--- src/shared/transceiver_tx_control_diag_pkg.sv ---
package transceiver_tx_control_diag_pkg;

    // two-wire device addresses, eight-bit form with the r/w bit at zero
    localparam logic [7:0] DEV_ADDR_ID = 8'ha0;
    localparam logic [7:0] DEV_ADDR_DIAG = 8'ha2;

    // memory geometry
    localparam int MEM_BYTES = 256;
    localparam int PTR_W = 8;

    // diagnostic memory offsets
    localparam logic [7:0] OFS_TX_RX_CONTROL_STATUS = 8'h6e;
    localparam logic [7:0] OFS_TEMP = 8'h60;
    localparam logic [7:0] OFS_VCC = 8'h62;
    localparam logic [7:0] OFS_TX_BIAS = 8'h64;
    localparam logic [7:0] OFS_TX_POWER = 8'h66;
    localparam logic [7:0] OFS_RX_POWER = 8'h68;

    // fields of tx_rx_control_status
    localparam int BIT_DISABLE_STATE = 7;
    localparam int BIT_SOFT_DISABLE = 6;
    localparam int BIT_TX_FAULT = 2;
    localparam int BIT_RX_SIGNAL_LOST = 1;

    // reset values and bits per byte
    localparam logic RST_SOFT_DISABLE = 1'b0;
    localparam logic RST_HW_DISABLE_SEEN = 1'b1;
    localparam logic [7:0] RST_PTR = 8'h00;
    localparam logic [3:0] BITS_PER_BYTE = 4'h8;

    // two-wire slave states
    typedef enum logic [8:0] {
        TW_IDLE = 9'h001,
        TW_ADDR = 9'h002,
        TW_ADDR_ACK = 9'h004,
        TW_WADDR = 9'h008,
        TW_WADDR_ACK = 9'h010,
        TW_WDATA = 9'h020,
        TW_WDATA_ACK = 9'h040,
        TW_RDATA = 9'h080,
        TW_RDATA_ACK = 9'h100
    } tw_state_t;

endpackage

--- src/design/tx_laser_guard.sv ---
`timescale 1ns/10ps
module tx_laser_guard
    import transceiver_tx_control_diag_pkg::*;
(
    // clock and reset
    input wire logic clk_sys_i,
    input wire logic reset_n_i,
    // control
    input wire logic hw_disable_i,
    input wire logic soft_disable_i,
    input wire logic fault_event_i,
    // state
    output logic laser_on_o,
    output logic fault_o
);

    typedef struct packed {
        logic hw_seen;
        logic fault;
        logic laser_on;
    } guard_state_t;

    guard_state_t s_q;
    guard_state_t s_d;
    logic disable_rise;

    assign disable_rise = hw_disable_i & ~s_q.hw_seen;

    always_comb
    begin
        s_d = s_q;
        s_d.hw_seen = hw_disable_i;
        // a fault in the very cycle of the clearing edge survives
        s_d.fault = fault_event_i | (s_q.fault & ~disable_rise);
        s_d.laser_on = ~hw_disable_i & ~soft_disable_i & ~s_d.fault;
    end

    // pin assumed high at power-on, so release of reset is no clearing edge
    always_ff @(posedge clk_sys_i or negedge reset_n_i)
    begin
        if (!reset_n_i)
        begin
            s_q <= '{hw_seen: RST_HW_DISABLE_SEEN, fault: 1'b0, laser_on: 1'b0};
        end
        else
        begin
            s_q <= s_d;
        end
    end

    assign laser_on_o = s_q.laser_on;
    assign fault_o = s_q.fault;

endmodule

--- src/design/transceiver_tx_control_diag.sv ---
`timescale 1ns/10ps
module transceiver_tx_control_diag
    import transceiver_tx_control_diag_pkg::*;
#(
    parameter int MON_W = 16
)
(
    // clock and reset
    input wire logic clk_sys_i,
    input wire logic reset_n_i,
    // transmit disable pin, with driven flag standing in for the pull-up
    input wire logic tx_disable_pin_i,
    input wire logic tx_disable_driven_i,
    // fault sources
    input wire logic laser_fault_i,
    input wire logic unsafe_power_i,
    // receiver status
    input wire logic rx_signal_lost_i,
    // live monitor values
    input wire logic [MON_W-1:0] temp_i,
    input wire logic [MON_W-1:0] vcc_i,
    input wire logic [MON_W-1:0] tx_bias_i,
    input wire logic [MON_W-1:0] tx_power_i,
    input wire logic [MON_W-1:0] rx_power_i,
    // two-wire serial
    input wire logic scl_i,
    input wire logic sda_i,
    output logic sda_o,
    output logic sda_oe_o,
    // status pins and laser control
    output logic laser_enable_o,
    output logic tx_fault_o,
    output logic tx_fault_oe_o,
    output logic rx_signal_lost_pin_o
);

    if (MON_W != 16)
    begin : g_check_mon
        $error("monitor values must be 16 bits, two bytes each");
    end
    if (MEM_BYTES != (1 << PTR_W))
    begin : g_check_mem
        $error("memory size must match pointer width");
    end

    ////////////////////////////////////////////////////////////////////////////////

    typedef struct packed {
        tw_state_t st;
        logic scl_q;
        logic sda_q;
        logic [3:0] bit_cnt;
        logic [7:0] shreg;
        logic sel_diag;
        logic rd_mode;
        logic rd_more;
        logic [PTR_W-1:0] ptr;
        logic sda_oe;
        logic soft_disable;
        logic hw_disable;
        logic rx_lost;
        logic fault_oe;
        logic laser_en;
    } slave_state_t;

    slave_state_t s_q;
    slave_state_t s_d;

    logic [7:0] id_mem [MEM_BYTES];
    logic [7:0] diag_mem [MEM_BYTES];

    logic hw_disable_w;
    logic laser_on_w;
    logic fault_w;
    logic scl_rise;
    logic scl_fall;
    logic start_cond;
    logic stop_cond;
    logic mem_we;
    logic [7:0] status_byte;
    logic [7:0] rd_byte;

    ////////////////////////////////////////////////////////////////////////////////

    // floating pin reads high through the pull-up
    assign hw_disable_w = tx_disable_pin_i | ~tx_disable_driven_i;

    tx_laser_guard i_tx_laser_guard (
        .clk_sys_i(clk_sys_i),
        .reset_n_i(reset_n_i),
        .hw_disable_i(hw_disable_w),
        .soft_disable_i(s_q.soft_disable),
        .fault_event_i(laser_fault_i | unsafe_power_i),
        .laser_on_o(laser_on_w),
        .fault_o(fault_w)
    );

    ////////////////////////////////////////////////////////////////////////////////

    assign scl_rise = scl_i & ~s_q.scl_q;
    assign scl_fall = ~scl_i & s_q.scl_q;
    assign start_cond = scl_i & s_q.scl_q & ~sda_i & s_q.sda_q;
    assign stop_cond = scl_i & s_q.scl_q & sda_i & ~s_q.sda_q;

    always_comb
    begin
        status_byte = 8'h00;
        status_byte[BIT_DISABLE_STATE] = s_q.hw_disable;
        status_byte[BIT_SOFT_DISABLE] = s_q.soft_disable;
        status_byte[BIT_TX_FAULT] = fault_w;
        status_byte[BIT_RX_SIGNAL_LOST] = s_q.rx_lost;
    end

    // live values big-endian, high byte at the even offset
    always_comb
    begin
        rd_byte = s_q.sel_diag ? diag_mem[s_q.ptr] : id_mem[s_q.ptr];
        if (s_q.sel_diag)
        begin
            case (s_q.ptr)
                OFS_TX_RX_CONTROL_STATUS: rd_byte = status_byte;
                OFS_TEMP: rd_byte = temp_i[15:8];
                OFS_TEMP + 8'h01: rd_byte = temp_i[7:0];
                OFS_VCC: rd_byte = vcc_i[15:8];
                OFS_VCC + 8'h01: rd_byte = vcc_i[7:0];
                OFS_TX_BIAS: rd_byte = tx_bias_i[15:8];
                OFS_TX_BIAS + 8'h01: rd_byte = tx_bias_i[7:0];
                OFS_TX_POWER: rd_byte = tx_power_i[15:8];
                OFS_TX_POWER + 8'h01: rd_byte = tx_power_i[7:0];
                OFS_RX_POWER: rd_byte = rx_power_i[15:8];
                OFS_RX_POWER + 8'h01: rd_byte = rx_power_i[7:0];
                default: rd_byte = diag_mem[s_q.ptr];
            endcase
        end
    end

    ////////////////////////////////////////////////////////////////////////////////

    always_comb
    begin
        s_d = s_q;
        mem_we = 1'b0;
        s_d.scl_q = scl_i;
        s_d.sda_q = sda_i;
        s_d.hw_disable = hw_disable_w;
        s_d.rx_lost = rx_signal_lost_i;
        // open collector: pull low only while healthy
        s_d.fault_oe = ~fault_w;
        s_d.laser_en = laser_on_w;
        if (start_cond)
        begin
            s_d.st = TW_ADDR;
            s_d.bit_cnt = 4'h0;
            s_d.sda_oe = 1'b0;
        end
        else if (stop_cond)
        begin
            s_d.st = TW_IDLE;
            s_d.sda_oe = 1'b0;
        end
        else
        begin
            case (s_q.st)
                TW_IDLE:
                begin
                    s_d.sda_oe = 1'b0;
                end
                TW_ADDR, TW_WADDR, TW_WDATA:
                begin
                    if (scl_rise)
                    begin
                        s_d.shreg = {s_q.shreg[6:0], sda_i};
                        s_d.bit_cnt = s_q.bit_cnt + 4'h1;
                    end
                    else if (scl_fall && s_q.bit_cnt == BITS_PER_BYTE)
                    begin
                        s_d.bit_cnt = 4'h0;
                        s_d.sda_oe = 1'b1;
                        if (s_q.st == TW_ADDR)
                        begin
                            s_d.st = TW_ADDR_ACK;
                            s_d.rd_mode = s_q.shreg[0];
                            s_d.sel_diag = (s_q.shreg[7:1] == DEV_ADDR_DIAG[7:1]);
                            if (s_q.shreg[7:1] != DEV_ADDR_ID[7:1] && s_q.shreg[7:1] != DEV_ADDR_DIAG[7:1])
                            begin
                                s_d.st = TW_IDLE;
                                s_d.sda_oe = 1'b0;
                            end
                        end
                        else if (s_q.st == TW_WADDR)
                        begin
                            s_d.st = TW_WADDR_ACK;
                            s_d.ptr = s_q.shreg;
                        end
                        else
                        begin
                            s_d.st = TW_WDATA_ACK;
                            mem_we = 1'b1;
                            if (s_q.sel_diag && s_q.ptr == OFS_TX_RX_CONTROL_STATUS)
                            begin
                                s_d.soft_disable = s_q.shreg[BIT_SOFT_DISABLE];
                            end
                            s_d.ptr = s_q.ptr + 8'h01;
                        end
                    end
                end
                TW_ADDR_ACK, TW_WADDR_ACK, TW_WDATA_ACK:
                begin
                    if (scl_fall)
                    begin
                        s_d.sda_oe = 1'b0;
                        s_d.st = (s_q.st == TW_ADDR_ACK) ? TW_WADDR : TW_WDATA;
                        if (s_q.st == TW_ADDR_ACK && s_q.rd_mode)
                        begin
                            s_d.st = TW_RDATA;
                            s_d.shreg = {rd_byte[6:0], 1'b0};
                            s_d.sda_oe = ~rd_byte[7];
                            s_d.bit_cnt = 4'h1;
                            s_d.ptr = s_q.ptr + 8'h01;
                        end
                    end
                end
                TW_RDATA:
                begin
                    if (scl_fall)
                    begin
                        if (s_q.bit_cnt == BITS_PER_BYTE)
                        begin
                            s_d.st = TW_RDATA_ACK;
                            s_d.sda_oe = 1'b0;
                        end
                        else
                        begin
                            s_d.sda_oe = ~s_q.shreg[7];
                            s_d.shreg = {s_q.shreg[6:0], 1'b0};
                            s_d.bit_cnt = s_q.bit_cnt + 4'h1;
                        end
                    end
                end
                TW_RDATA_ACK:
                begin
                    if (scl_rise)
                    begin
                        s_d.rd_more = ~sda_i;
                    end
                    else if (scl_fall)
                    begin
                        // master nack ends the burst, sda left released
                        s_d.st = TW_IDLE;
                        if (s_q.rd_more)
                        begin
                            s_d.st = TW_RDATA;
                            s_d.shreg = {rd_byte[6:0], 1'b0};
                            s_d.sda_oe = ~rd_byte[7];
                            s_d.bit_cnt = 4'h1;
                            s_d.ptr = s_q.ptr + 8'h01;
                        end
                    end
                end
                default:
                begin
                    s_d.st = TW_IDLE;
                    s_d.sda_oe = 1'b0;
                end
            endcase
        end
    end

    always_ff @(posedge clk_sys_i or negedge reset_n_i)
    begin
        if (!reset_n_i)
        begin
            s_q <= '{st: TW_IDLE, scl_q: 1'b1, sda_q: 1'b1, bit_cnt: 4'h0, shreg: 8'h00,
                     sel_diag: 1'b0, rd_mode: 1'b0, rd_more: 1'b0, ptr: RST_PTR, sda_oe: 1'b0,
                     soft_disable: RST_SOFT_DISABLE, hw_disable: RST_HW_DISABLE_SEEN, rx_lost: 1'b1,
                     fault_oe: 1'b0, laser_en: 1'b0};
        end
        else
        begin
            s_q <= s_d;
        end
    end

    // plain storage, no reset: contents are whatever the host last wrote
    always_ff @(posedge clk_sys_i)
    begin
        if (mem_we)
        begin
            if (s_q.sel_diag)
            begin
                diag_mem[s_q.ptr] <= s_q.shreg;
            end
            else
            begin
                id_mem[s_q.ptr] <= s_q.shreg;
            end
        end
    end

    ////////////////////////////////////////////////////////////////////////////////

    assign sda_o = 1'b0;
    assign sda_oe_o = s_q.sda_oe;
    assign laser_enable_o = s_q.laser_en;
    assign tx_fault_o = 1'b0;
    assign tx_fault_oe_o = s_q.fault_oe;
    assign rx_signal_lost_pin_o = s_q.rx_lost;

endmodule

--- config.mk ---
export PLATFORM = sky130hd
export DESIGN_NAME = transceiver_tx_control_diag
export DESIGN_NICKNAME = d
export VERILOG_FILES = /design/src/shared/transceiver_tx_control_diag_pkg.sv /design/src/design/tx_laser_guard.sv /design/src/design/transceiver_tx_control_diag.sv
export SDC_FILE = /design/constraint.sdc
export NUM_CORES = 2
export LEC_CHECK = 0
export BUFFER_PORTS_ARGS = -buffer_cell sky130_fd_sc_hd__buf_2
export CORE_MARGIN = 2
export CORE_UTILIZATION = 55
export CTS_CLUSTER_SIZE = 25
export DETAILED_ROUTE_END_ITERATION = 10
export PLACE_DENSITY = 0.71
export SYNTH_ARGS = -nofsm -noshare
export SYNTH_HDL_FRONTEND = slang
export SYNTH_SLANG_ARGS = --single-unit
--- constraint.sdc ---
create_clock -name clk_sys_i -period 17.14 [get_ports clk_sys_i]
set_clock_uncertainty 0.05 [all_clocks]
set_input_delay 0.857 -clock clk_sys_i [delete_from_list [all_inputs] [get_ports clk_sys_i]]
set_output_delay 0.857 -clock clk_sys_i [all_outputs]
set_load 0.01 [all_outputs]
Yosys cells after proc, flatten, opt, wreduce, memory -nomap -nowiden
Memory sizes are Yosys's and may differ from the RTL's.
Cells that the tools add are included.
{ "totals": {"reg_bits": 42, "latch_bits": 0, "ramBits": 4096, "rom_bits": 0, "in_bits": 89, "output_inout_bits": 6, "wordCells": 193, "n_memories": 2} }
{ "mem_list": {"columns": ["memory", "words", "width", "rd", "rd_ports_with_merged_regs", "write_ports", "line_no", "text"], "rows": [
  ["diag_mem", 256, 8, 1, 0, 1, "transceiver_tx_control_diag.sv:70", "logic [7:0] diag_mem [MEM_BYTES];"],
  ["id_mem", 256, 8, 1, 0, 1, "transceiver_tx_control_diag.sv:69", "logic [7:0] id_mem [MEM_BYTES];"]
]} }
{ "classes": {"add_sub_neg": 2, "mul": 0, "n_div": 0, "magnitude_cmp": 0, "n_eq_ne": 53, "shift": 0, "muxes": 70, "n_bitwise": 32, "reduce_logical": 17} }
{ "ops": {"columns": ["operator", "n"], "rows": [
  ["2-to-1 mux 9 bit", 15],
  ["== test 8 x 7 -> 1 bit, second input constant", 11],
  ["one-hot mux 8 bit (11 select lines)", 1],
  ["2-to-1 mux 12 bit", 7],
  ["2-to-1 mux 8 bit", 6],
  ["one-hot mux 12 bit (4 select lines)", 1],
  ["one-hot mux 9 bit (5 select lines)", 1],
  ["!= test 4 bit, second input constant", 9],
  ["2-to-1 mux 1 bit", 24],
  ["!= test 2 bit, second input constant", 12],
  ["!= test 3 bit, second input constant", 8],
  ["one-hot mux 8 bit (3 select lines)", 1],
  ["2-to-1 mux 23 bit", 1],
  ["AND reduction 11 bit", 2],
  ["2-to-1 mux 10 bit", 2],
  ["NOT 1 bit", 18],
  ["AND reduction 8 bit", 2],
  ["!= test 7 bit, second input constant", 2],
  ["2-to-1 mux 4 bit", 3],
  ["bitwise AND 1 bit", 11],
  ["AND reduction 10 bit", 1],
  ["== test 9 x 1 -> 1 bit, second input constant", 1],
  ["== test 9 x 2 -> 1 bit, second input constant", 1],
  ["== test 9 x 3 -> 1 bit, second input constant", 1],
  ["other kinds (24)", 33]
]} }

Logic depth before layout (Yosys ltp)
{ "logic_depth": {"word_depth": 10, "mapped_depth": 19} }

Hierarchy
Synthesis repeated with hierarchy kept, for this count alone.
{ "hier_totals": {"hier_cells": 7706, "area_unflattened_um2": 162296.9} }
{ "modules_own_cells": {"columns": ["mod", "instances", "cells_each", "area_per_inst_um2", "seq_area_each_um2"], "rows": [
  ["transceiver_tx_control_diag", 1, 7700, 162194.3, 124005.2],
  ["tx_laser_guard", 1, 6, 102.6, 76.3]
]} }

Worst setup path before layout
No wires, ideal clock.
{ "synth_timing": {"path_type": "reg2reg", "from": "register s_q[24] (netlist name)", "to": "register s_q[31] (netlist name)", "arrival_time_ns": 7.549, "t_required_ns": 16.998, "path_slack_ns": 9.449, "path_stages_with_launch": 8, "n_path_buf": 0, "synth_period_minus_slack_ns": 7.691, "cell_sequence": "dfrtp_1 nor4b_1 nand3b_1 nand2_1 nand3_1 a21o_1 o21ai_0 o21ai_0"} }
{ "synth_via": {"elab_chain_cells": 9, "elab_cells_between_ends": 10} }
{ "synth_rtl": {"columns": ["item", "line_no", "text"], "rows": [
  ["from (decl)", "transceiver_tx_control_diag.sv:66", "slave_state_t s_q;"],
  ["from (signal assigned)", "transceiver_tx_control_diag.sv:273", "s_q <= '{st: TW_IDLE, scl_q: 1'b1, sda_q: 1'b1, bit_cnt: 4'h0, shreg: 8'h00,"],
  ["!= test 7 bit", "transceiver_tx_control_diag.sv:184", "if (s_q.shreg[7:1] != DEV_ADDR_ID[7:1] && s_q.shreg[7:1] != DEV_ADDR_DIAG[7:1])"],
  ["logical AND 1 bit (*)", "transceiver_tx_control_diag.sv:184", null],
  ["2-to-1 mux 3 bit (*)", "transceiver_tx_control_diag.sv:184", null],
  ["2-to-1 mux 9 bit (*)", "transceiver_tx_control_diag.sv:179", "if (s_q.st == TW_ADDR)"],
  ["2-to-1 mux 9 bit (*)", "transceiver_tx_control_diag.sv:175", "else if (scl_fall && s_q.bit_cnt == BITS_PER_BYTE)"],
  ["2-to-1 mux 9 bit (*)", "transceiver_tx_control_diag.sv:170", "if (scl_rise)"],
  ["one-hot mux 9 bit (5 select lines) (*)", "transceiver_tx_control_diag.sv:163", "case (s_q.st)"],
  ["2-to-1 mux 9 bit (*)", "transceiver_tx_control_diag.sv:156", "else if (stop_cond)"],
  ["2-to-1 mux 9 bit (*)", "transceiver_tx_control_diag.sv:150", "if (start_cond)"]
]} }
Mark *: on every way between the ends. The rest lies on a longest branch, timed or not. The select of a mux whose other input is x is not followed.
A chain may end at the register's enable or synchronous reset.

Worst setup path in the final report
{ "layout_timing": {"from": "register s_q[6] (netlist name)", "to": "register s_q[24] (netlist name)"} }
{ "layout_via": {"elab_chain_cells": 7, "elab_cells_between_ends": 21} }
{ "layout_rtl": {"columns": ["item", "line_no", "text"], "rows": [
  ["memory (256 x 8 bit) or == test 8 x 7 -> 1 bit (tied branches)", null, null],
  ["one-hot mux 8 bit (11 select lines)", "transceiver_tx_control_diag.sv:120", "case (s_q.ptr)"],
  ["2-to-1 mux 8 bit (*)", "transceiver_tx_control_diag.sv:118", "if (s_q.sel_diag)"],
  ["2-to-1 mux 12 bit", "transceiver_tx_control_diag.sv:250", "if (s_q.rd_more)"],
  ["2-to-1 mux 12 bit", "transceiver_tx_control_diag.sv:246", "else if (scl_fall)"],
  ["2-to-1 mux 12 bit", "transceiver_tx_control_diag.sv:242", "if (scl_rise)"],
  ["one-hot mux 12 bit (4 select lines) (*)", "transceiver_tx_control_diag.sv:163", null]
]} }
Marked as above.

==> impl_metrics.prom <==
# TYPE chip_impl_metric gauge
chip_impl_metric{name="synth_area",unit="um2"} 161900
chip_impl_info{name="setup.worst_path.start_class",value="flip-flop"} 1
chip_impl_info{name="rsz0062_at_grt",value="false"} 1
chip_impl_metric{name="htree_num_levels",unit=""} 5
chip_impl_metric{name="clock_path_buffers",unit=""} 4
chip_impl_info{name="post-synth-top-area-cell",value="edfxtp_1"} 1
chip_impl_metric{name="report.final.slew_viol_count",unit=""} 2
chip_impl_metric{name="synthCells",unit=""} 7645
chip_impl_metric{name="yosys_warnings",unit=""} 0
chip_impl_metric{name="slew-limit-headroom",unit="%"} -15.75
chip_impl_info{name="worstSetupStartpoint",value="s_q[6]"} 1
chip_impl_metric{name="final_replace_weighted_congestion",unit=""} 0.9413
chip_impl_metric{name="final-hold-violation-count",unit=""} 0
chip_impl_metric{name="largest_driver_fanout_on_the_critical_path",unit=""} 35
chip_impl_info{name="post_synth_main_area_contributors",value="edfxtp_1 76%, mux4_2 14%, mux2i_1 1.8%"} 1
chip_impl_info{name="slowest_stage",value="a2111oi_0"} 1
chip_impl_metric{name="post_drt_wl_per_cell",unit="um"} 37.49
chip_impl_metric{name="post_synth_xor_area_fraction",unit="%"} 0.02164
chip_impl_metric{name="postSynthRegisterBits",unit=""} 4138
chip_impl_metric{name="fin_crit_sh",unit="%"} 43.52
chip_impl_metric{name="cts_sinks",unit=""} 4138
chip_impl_metric{name="worst_slew_pin_slew",unit="ns"} 1.692
chip_impl_metric{name="synth-async-reset-ratio",unit="%"} 1.015
chip_impl_info{name="cpMostUsedCell",value="buf_4"} 1
chip_impl_metric{name="power_dens_cells",unit="nW/um2"} 125.6
chip_impl_metric{name="setup_total_negative_slack",unit="ns"} 0
chip_impl_metric{name="leak_pwr",unit="nW"} 56.45
chip_impl_metric{name="floorplan.rows",unit=""} 199
chip_impl_metric{name="viasPerCell",unit=""} 6.916
chip_impl_metric{name="largest_net_degree_at_the_start_of_global_routing",unit=""} 248
chip_impl_metric{name="cp.buffers_inverters",unit=""} 3
chip_impl_metric{name="floorplan.core_area",unit="um2"} 293300
chip_impl_metric{name="wl_met3",unit="um"} 57320
chip_impl_metric{name="synth_sequential_area_ratio",unit="%"} 76.63
chip_impl_metric{name="finalNetCount",unit=""} 7973
chip_impl_metric{name="slowest_delay",unit="ns"} 1.45
chip_impl_metric{name="drtPass1Iterations",unit=""} 7
chip_impl_metric{name="yosys.area_share.adder",unit="%"} 0.05255
chip_impl_metric{name="vdd_drop_max",unit="mV"} 0.1394
chip_impl_metric{name="die-area",unit="um2"} 298700
chip_impl_metric{name="post_synthesis_mux_area_share",unit="%"} 16.18
chip_impl_info{name="synthFlopType",value="edfxtp_1"} 1
chip_impl_metric{name="vias",unit=""} 83890
chip_impl_metric{name="post_route_cells_drive_above_1_share",unit="%"} 23.93
chip_impl_metric{name="number_of_cts_inserted_buffers",unit=""} 400
chip_impl_metric{name="multi_input_comb_area",unit="um2"} 35470
chip_impl_metric{name="io_buffer_count",unit=""} 92
chip_impl_metric{name="synth_edf_count",unit=""} 4096
chip_impl_metric{name="area_growth_syn_to_layout",unit="%"} 10.78
chip_impl_info{name="cts_root_buffer",value="clkbuf_16"} 1
chip_impl_metric{name="crit_arrival",unit="ns"} 8.21
chip_impl_metric{name="wl_met2",unit="um"} 210000
chip_impl_metric{name="final.min_clock_period",unit="ns"} 7.459
chip_impl_info{name="violations",value="capacitance limit, slew limit"} 1
chip_impl_info{name="min-delay-path-class",value="in -> async"} 1
chip_impl_metric{name="dp.final_hpwl",unit="um"} 274700
chip_impl_metric{name="peak_clock_frequency_supported_by_timing",unit="MHz"} 134.1
chip_impl_metric{name="global_route.overflow_total",unit=""} 0
chip_impl_metric{name="synth_simple_gate_area_share",unit="%"} 3.038
chip_impl_metric{name="synth_top_cell_area_share",unit="%"} 75.97
chip_impl_metric{name="die-height",unit="um"} 546.5
chip_impl_info{name="crit_path_end_kind",value="flip-flop"} 1
chip_impl_metric{name="ioPinCount",unit=""} 95
chip_impl_metric{name="finalSetupViolCount",unit=""} 0
chip_impl_metric{name="cts.repair_timing.setup_buffer_count",unit=""} 0
chip_impl_info{name="synth_common_cells",value="4096 x edfxtp_1, 1031 x mux4_2, 578 x nor2_1"} 1
chip_impl_metric{name="cts.reportedPaths.clkPinSlew",unit="ns"} 0.07
chip_impl_metric{name="die_width",unit="um"} 546.5
chip_impl_metric{name="filler_cell_count",unit=""} 19930
chip_impl_metric{name="antenna_found_initial",unit=""} 25
chip_impl_info{name="run_status",value="finished with violations"} 1
chip_impl_metric{name="grtUsageTotal",unit="%"} 30.29
chip_impl_metric{name="hold-worst-slack",unit="ns"} 0.05609
chip_impl_info{name="synth_top_family_by_area",value="multiplexers"} 1
chip_impl_metric{name="synth_compound_area_share",unit="%"} 2.475
chip_impl_info{name="synth_most_common_cell",value="edfxtp_1"} 1
chip_impl_metric{name="detail_route.wirelength",unit="um"} 454800
chip_impl_info{name="cp_cell_sequence",value="buf_4, buf_4, buf_4, mux4_2, mux4_2, a22oi_1, nand4_1, a2111oi_0, a2111oi_0, a211o_1"} 1
chip_impl_metric{name="initial_utilization",unit="%"} 55.20
chip_impl_metric{name="grt_pass1_wl",unit="um"} 635600
chip_impl_metric{name="routedLengthMet1",unit="um"} 159100
chip_impl_metric{name="maxCapViolCount",unit=""} 2
chip_impl_info{name="worstSetupPathType",value="reg -> reg"} 1
chip_impl_info{name="critical_path.top_delay_family",value="compound AO/OA/AOI/OAI gates"} 1
chip_impl_metric{name="syn-mean-instance-area",unit="um2"} 21.18
chip_impl_metric{name="number_of_global_route_vias_before_repair",unit=""} 82220
chip_impl_metric{name="insertion_delay",unit="ns"} 0.92
chip_impl_metric{name="detailedRoute.firstIterationViolations",unit=""} 14210
chip_impl_metric{name="route.detailed.drc",unit=""} 0
chip_impl_info{name="dr_top_layer",value="met5"} 1
chip_impl_metric{name="r2r_slack",unit="ns"} 9.68
chip_impl_info{name="tritoncts_clock_tree",value="built"} 1
chip_impl_metric{name="layout.area.seq",unit="um2"} 124100
chip_impl_metric{name="cp_data_required_time",unit="ns"} 17.89
chip_impl_metric{name="detail-route-antenna-nets",unit=""} 0
chip_impl_info{name="r2r_start",value="s_q[6]"} 1
chip_impl_metric{name="yosys.cell_types.count",unit=""} 86
==> logic make-up after synthesis <==
kind of cell	after synthesis
AOI/OAI and AO/OA	559
xor gates and xnor gates	4
adders and majority gates	7
buffers and inverters	484
DFF	4138
muxes	1327
other	1
and+or+nand+nor	1125
==> state kept, by name (all words and copies together), names as in the netlist <==
| name | cells |
|---|---|
| laser_enable_o | 1 |
| rx_signal_lost_pin_o | 1 |
| tx_fault_oe_o | 1 |
| i_tx_laser_guard.fault_o | 1 |
| s_q | 35 |
| diag_mem | 2048 |
| id_mem | 2048 |
| sda_oe_o | 1 |
| i_tx_laser_guard.laser_on_o | 1 |
| i_tx_laser_guard.s_q | 1 |
==> layer usage <==
metal  track usage (%)  vias up
met4             16.19       14
met1             41.18    43920
met5                 0        -
li1                  -    32440
met2             45.53     6320
met3             7.882     1192
==> area by class of cell <==
class                      instances  share of cell area, %
tap                             3919                  2.734
timing repair buffer             297                  1.229
clock inverter                   233                  1.207
antenna                           17                0.02372
clock buffer                     485                  5.788
sequential                      4138                  69.20
multi-input combinational       3024                  19.78
inverter                          17                0.03976
==> cell usage in the layout (no fill, tap or decap), types with 17 or more instances in the layout <==
master,synthesis,final
a221oi_1,26,25
a22o_1,37,37
nand4_1,26,26
mux4_2,1031,1031
edfxtp_1,4096,4096
diode_2,0,17
nor2_1,578,574
clkbuf_16,0,402
buf_2,154,92
clkinvlp_4,0,18
bufinv_16,0,36
o21ai_0,51,51
nor3_1,33,28
a21oi_1,80,80
mux2i_1,286,286
buf_4,68,187
clkinv_1,1,84
o22ai_1,49,49
clkbuf_1,185,82
clkinv_2,0,76
dfrtp_1,37,21
a22oi_1,158,158
nand3_1,77,75
nand2_1,266,261
==> path summary, 6_finish.rpt <==
check                                  to  depth (start not counted)
max                               s_q[24]                         10
min                               s_q[17]                          2
max reg2reg                       s_q[24]                         10
min reg2reg                laser_enable_o                          0
max in group asynchronous          s_q[7]                          2
min in group clk_sys_i            s_q[29]                          1
==> power by group <==
group / leakage, nW / internal, mW / switching (mW) / total (mW)
combinational: 11.9 / 0.0780 / 1.20 / 1.28
clock: 6.12 / 4.85 / 3.73 / 8.59
sequential: 38.4 / 12.4 / 0.242 / 12.7
total: 56.5 / 17.3 / 5.18 / 22.5
==> stage by stage <==
stage          total power [mW]  instance area, um2  setup slack (ns)  utilization [%]  std cells
2_1_floorplan             13.91              161900             9.449                -       7646
3_3_place_gp              14.00              166700             10.22            56.85      11390
3_5_place_dp              14.12              166800             10.08            56.85      11390
4_1_cts                   22.51              179300             10.04            61.13      12110
5_1_grt                   23.01              179300             9.771            61.13      12120
6_report                  22.53              179400             9.681            61.15      12130
==> timing repair <==
| action | CTS | global route |
|---|---|---|
| endpoints found under the hold margin | 1 | 0 |
| hold buffers | 1 | 0 |
| resized for setup | 0 | 0 |
Note: power is estimated with default switching activity, not from simulation.
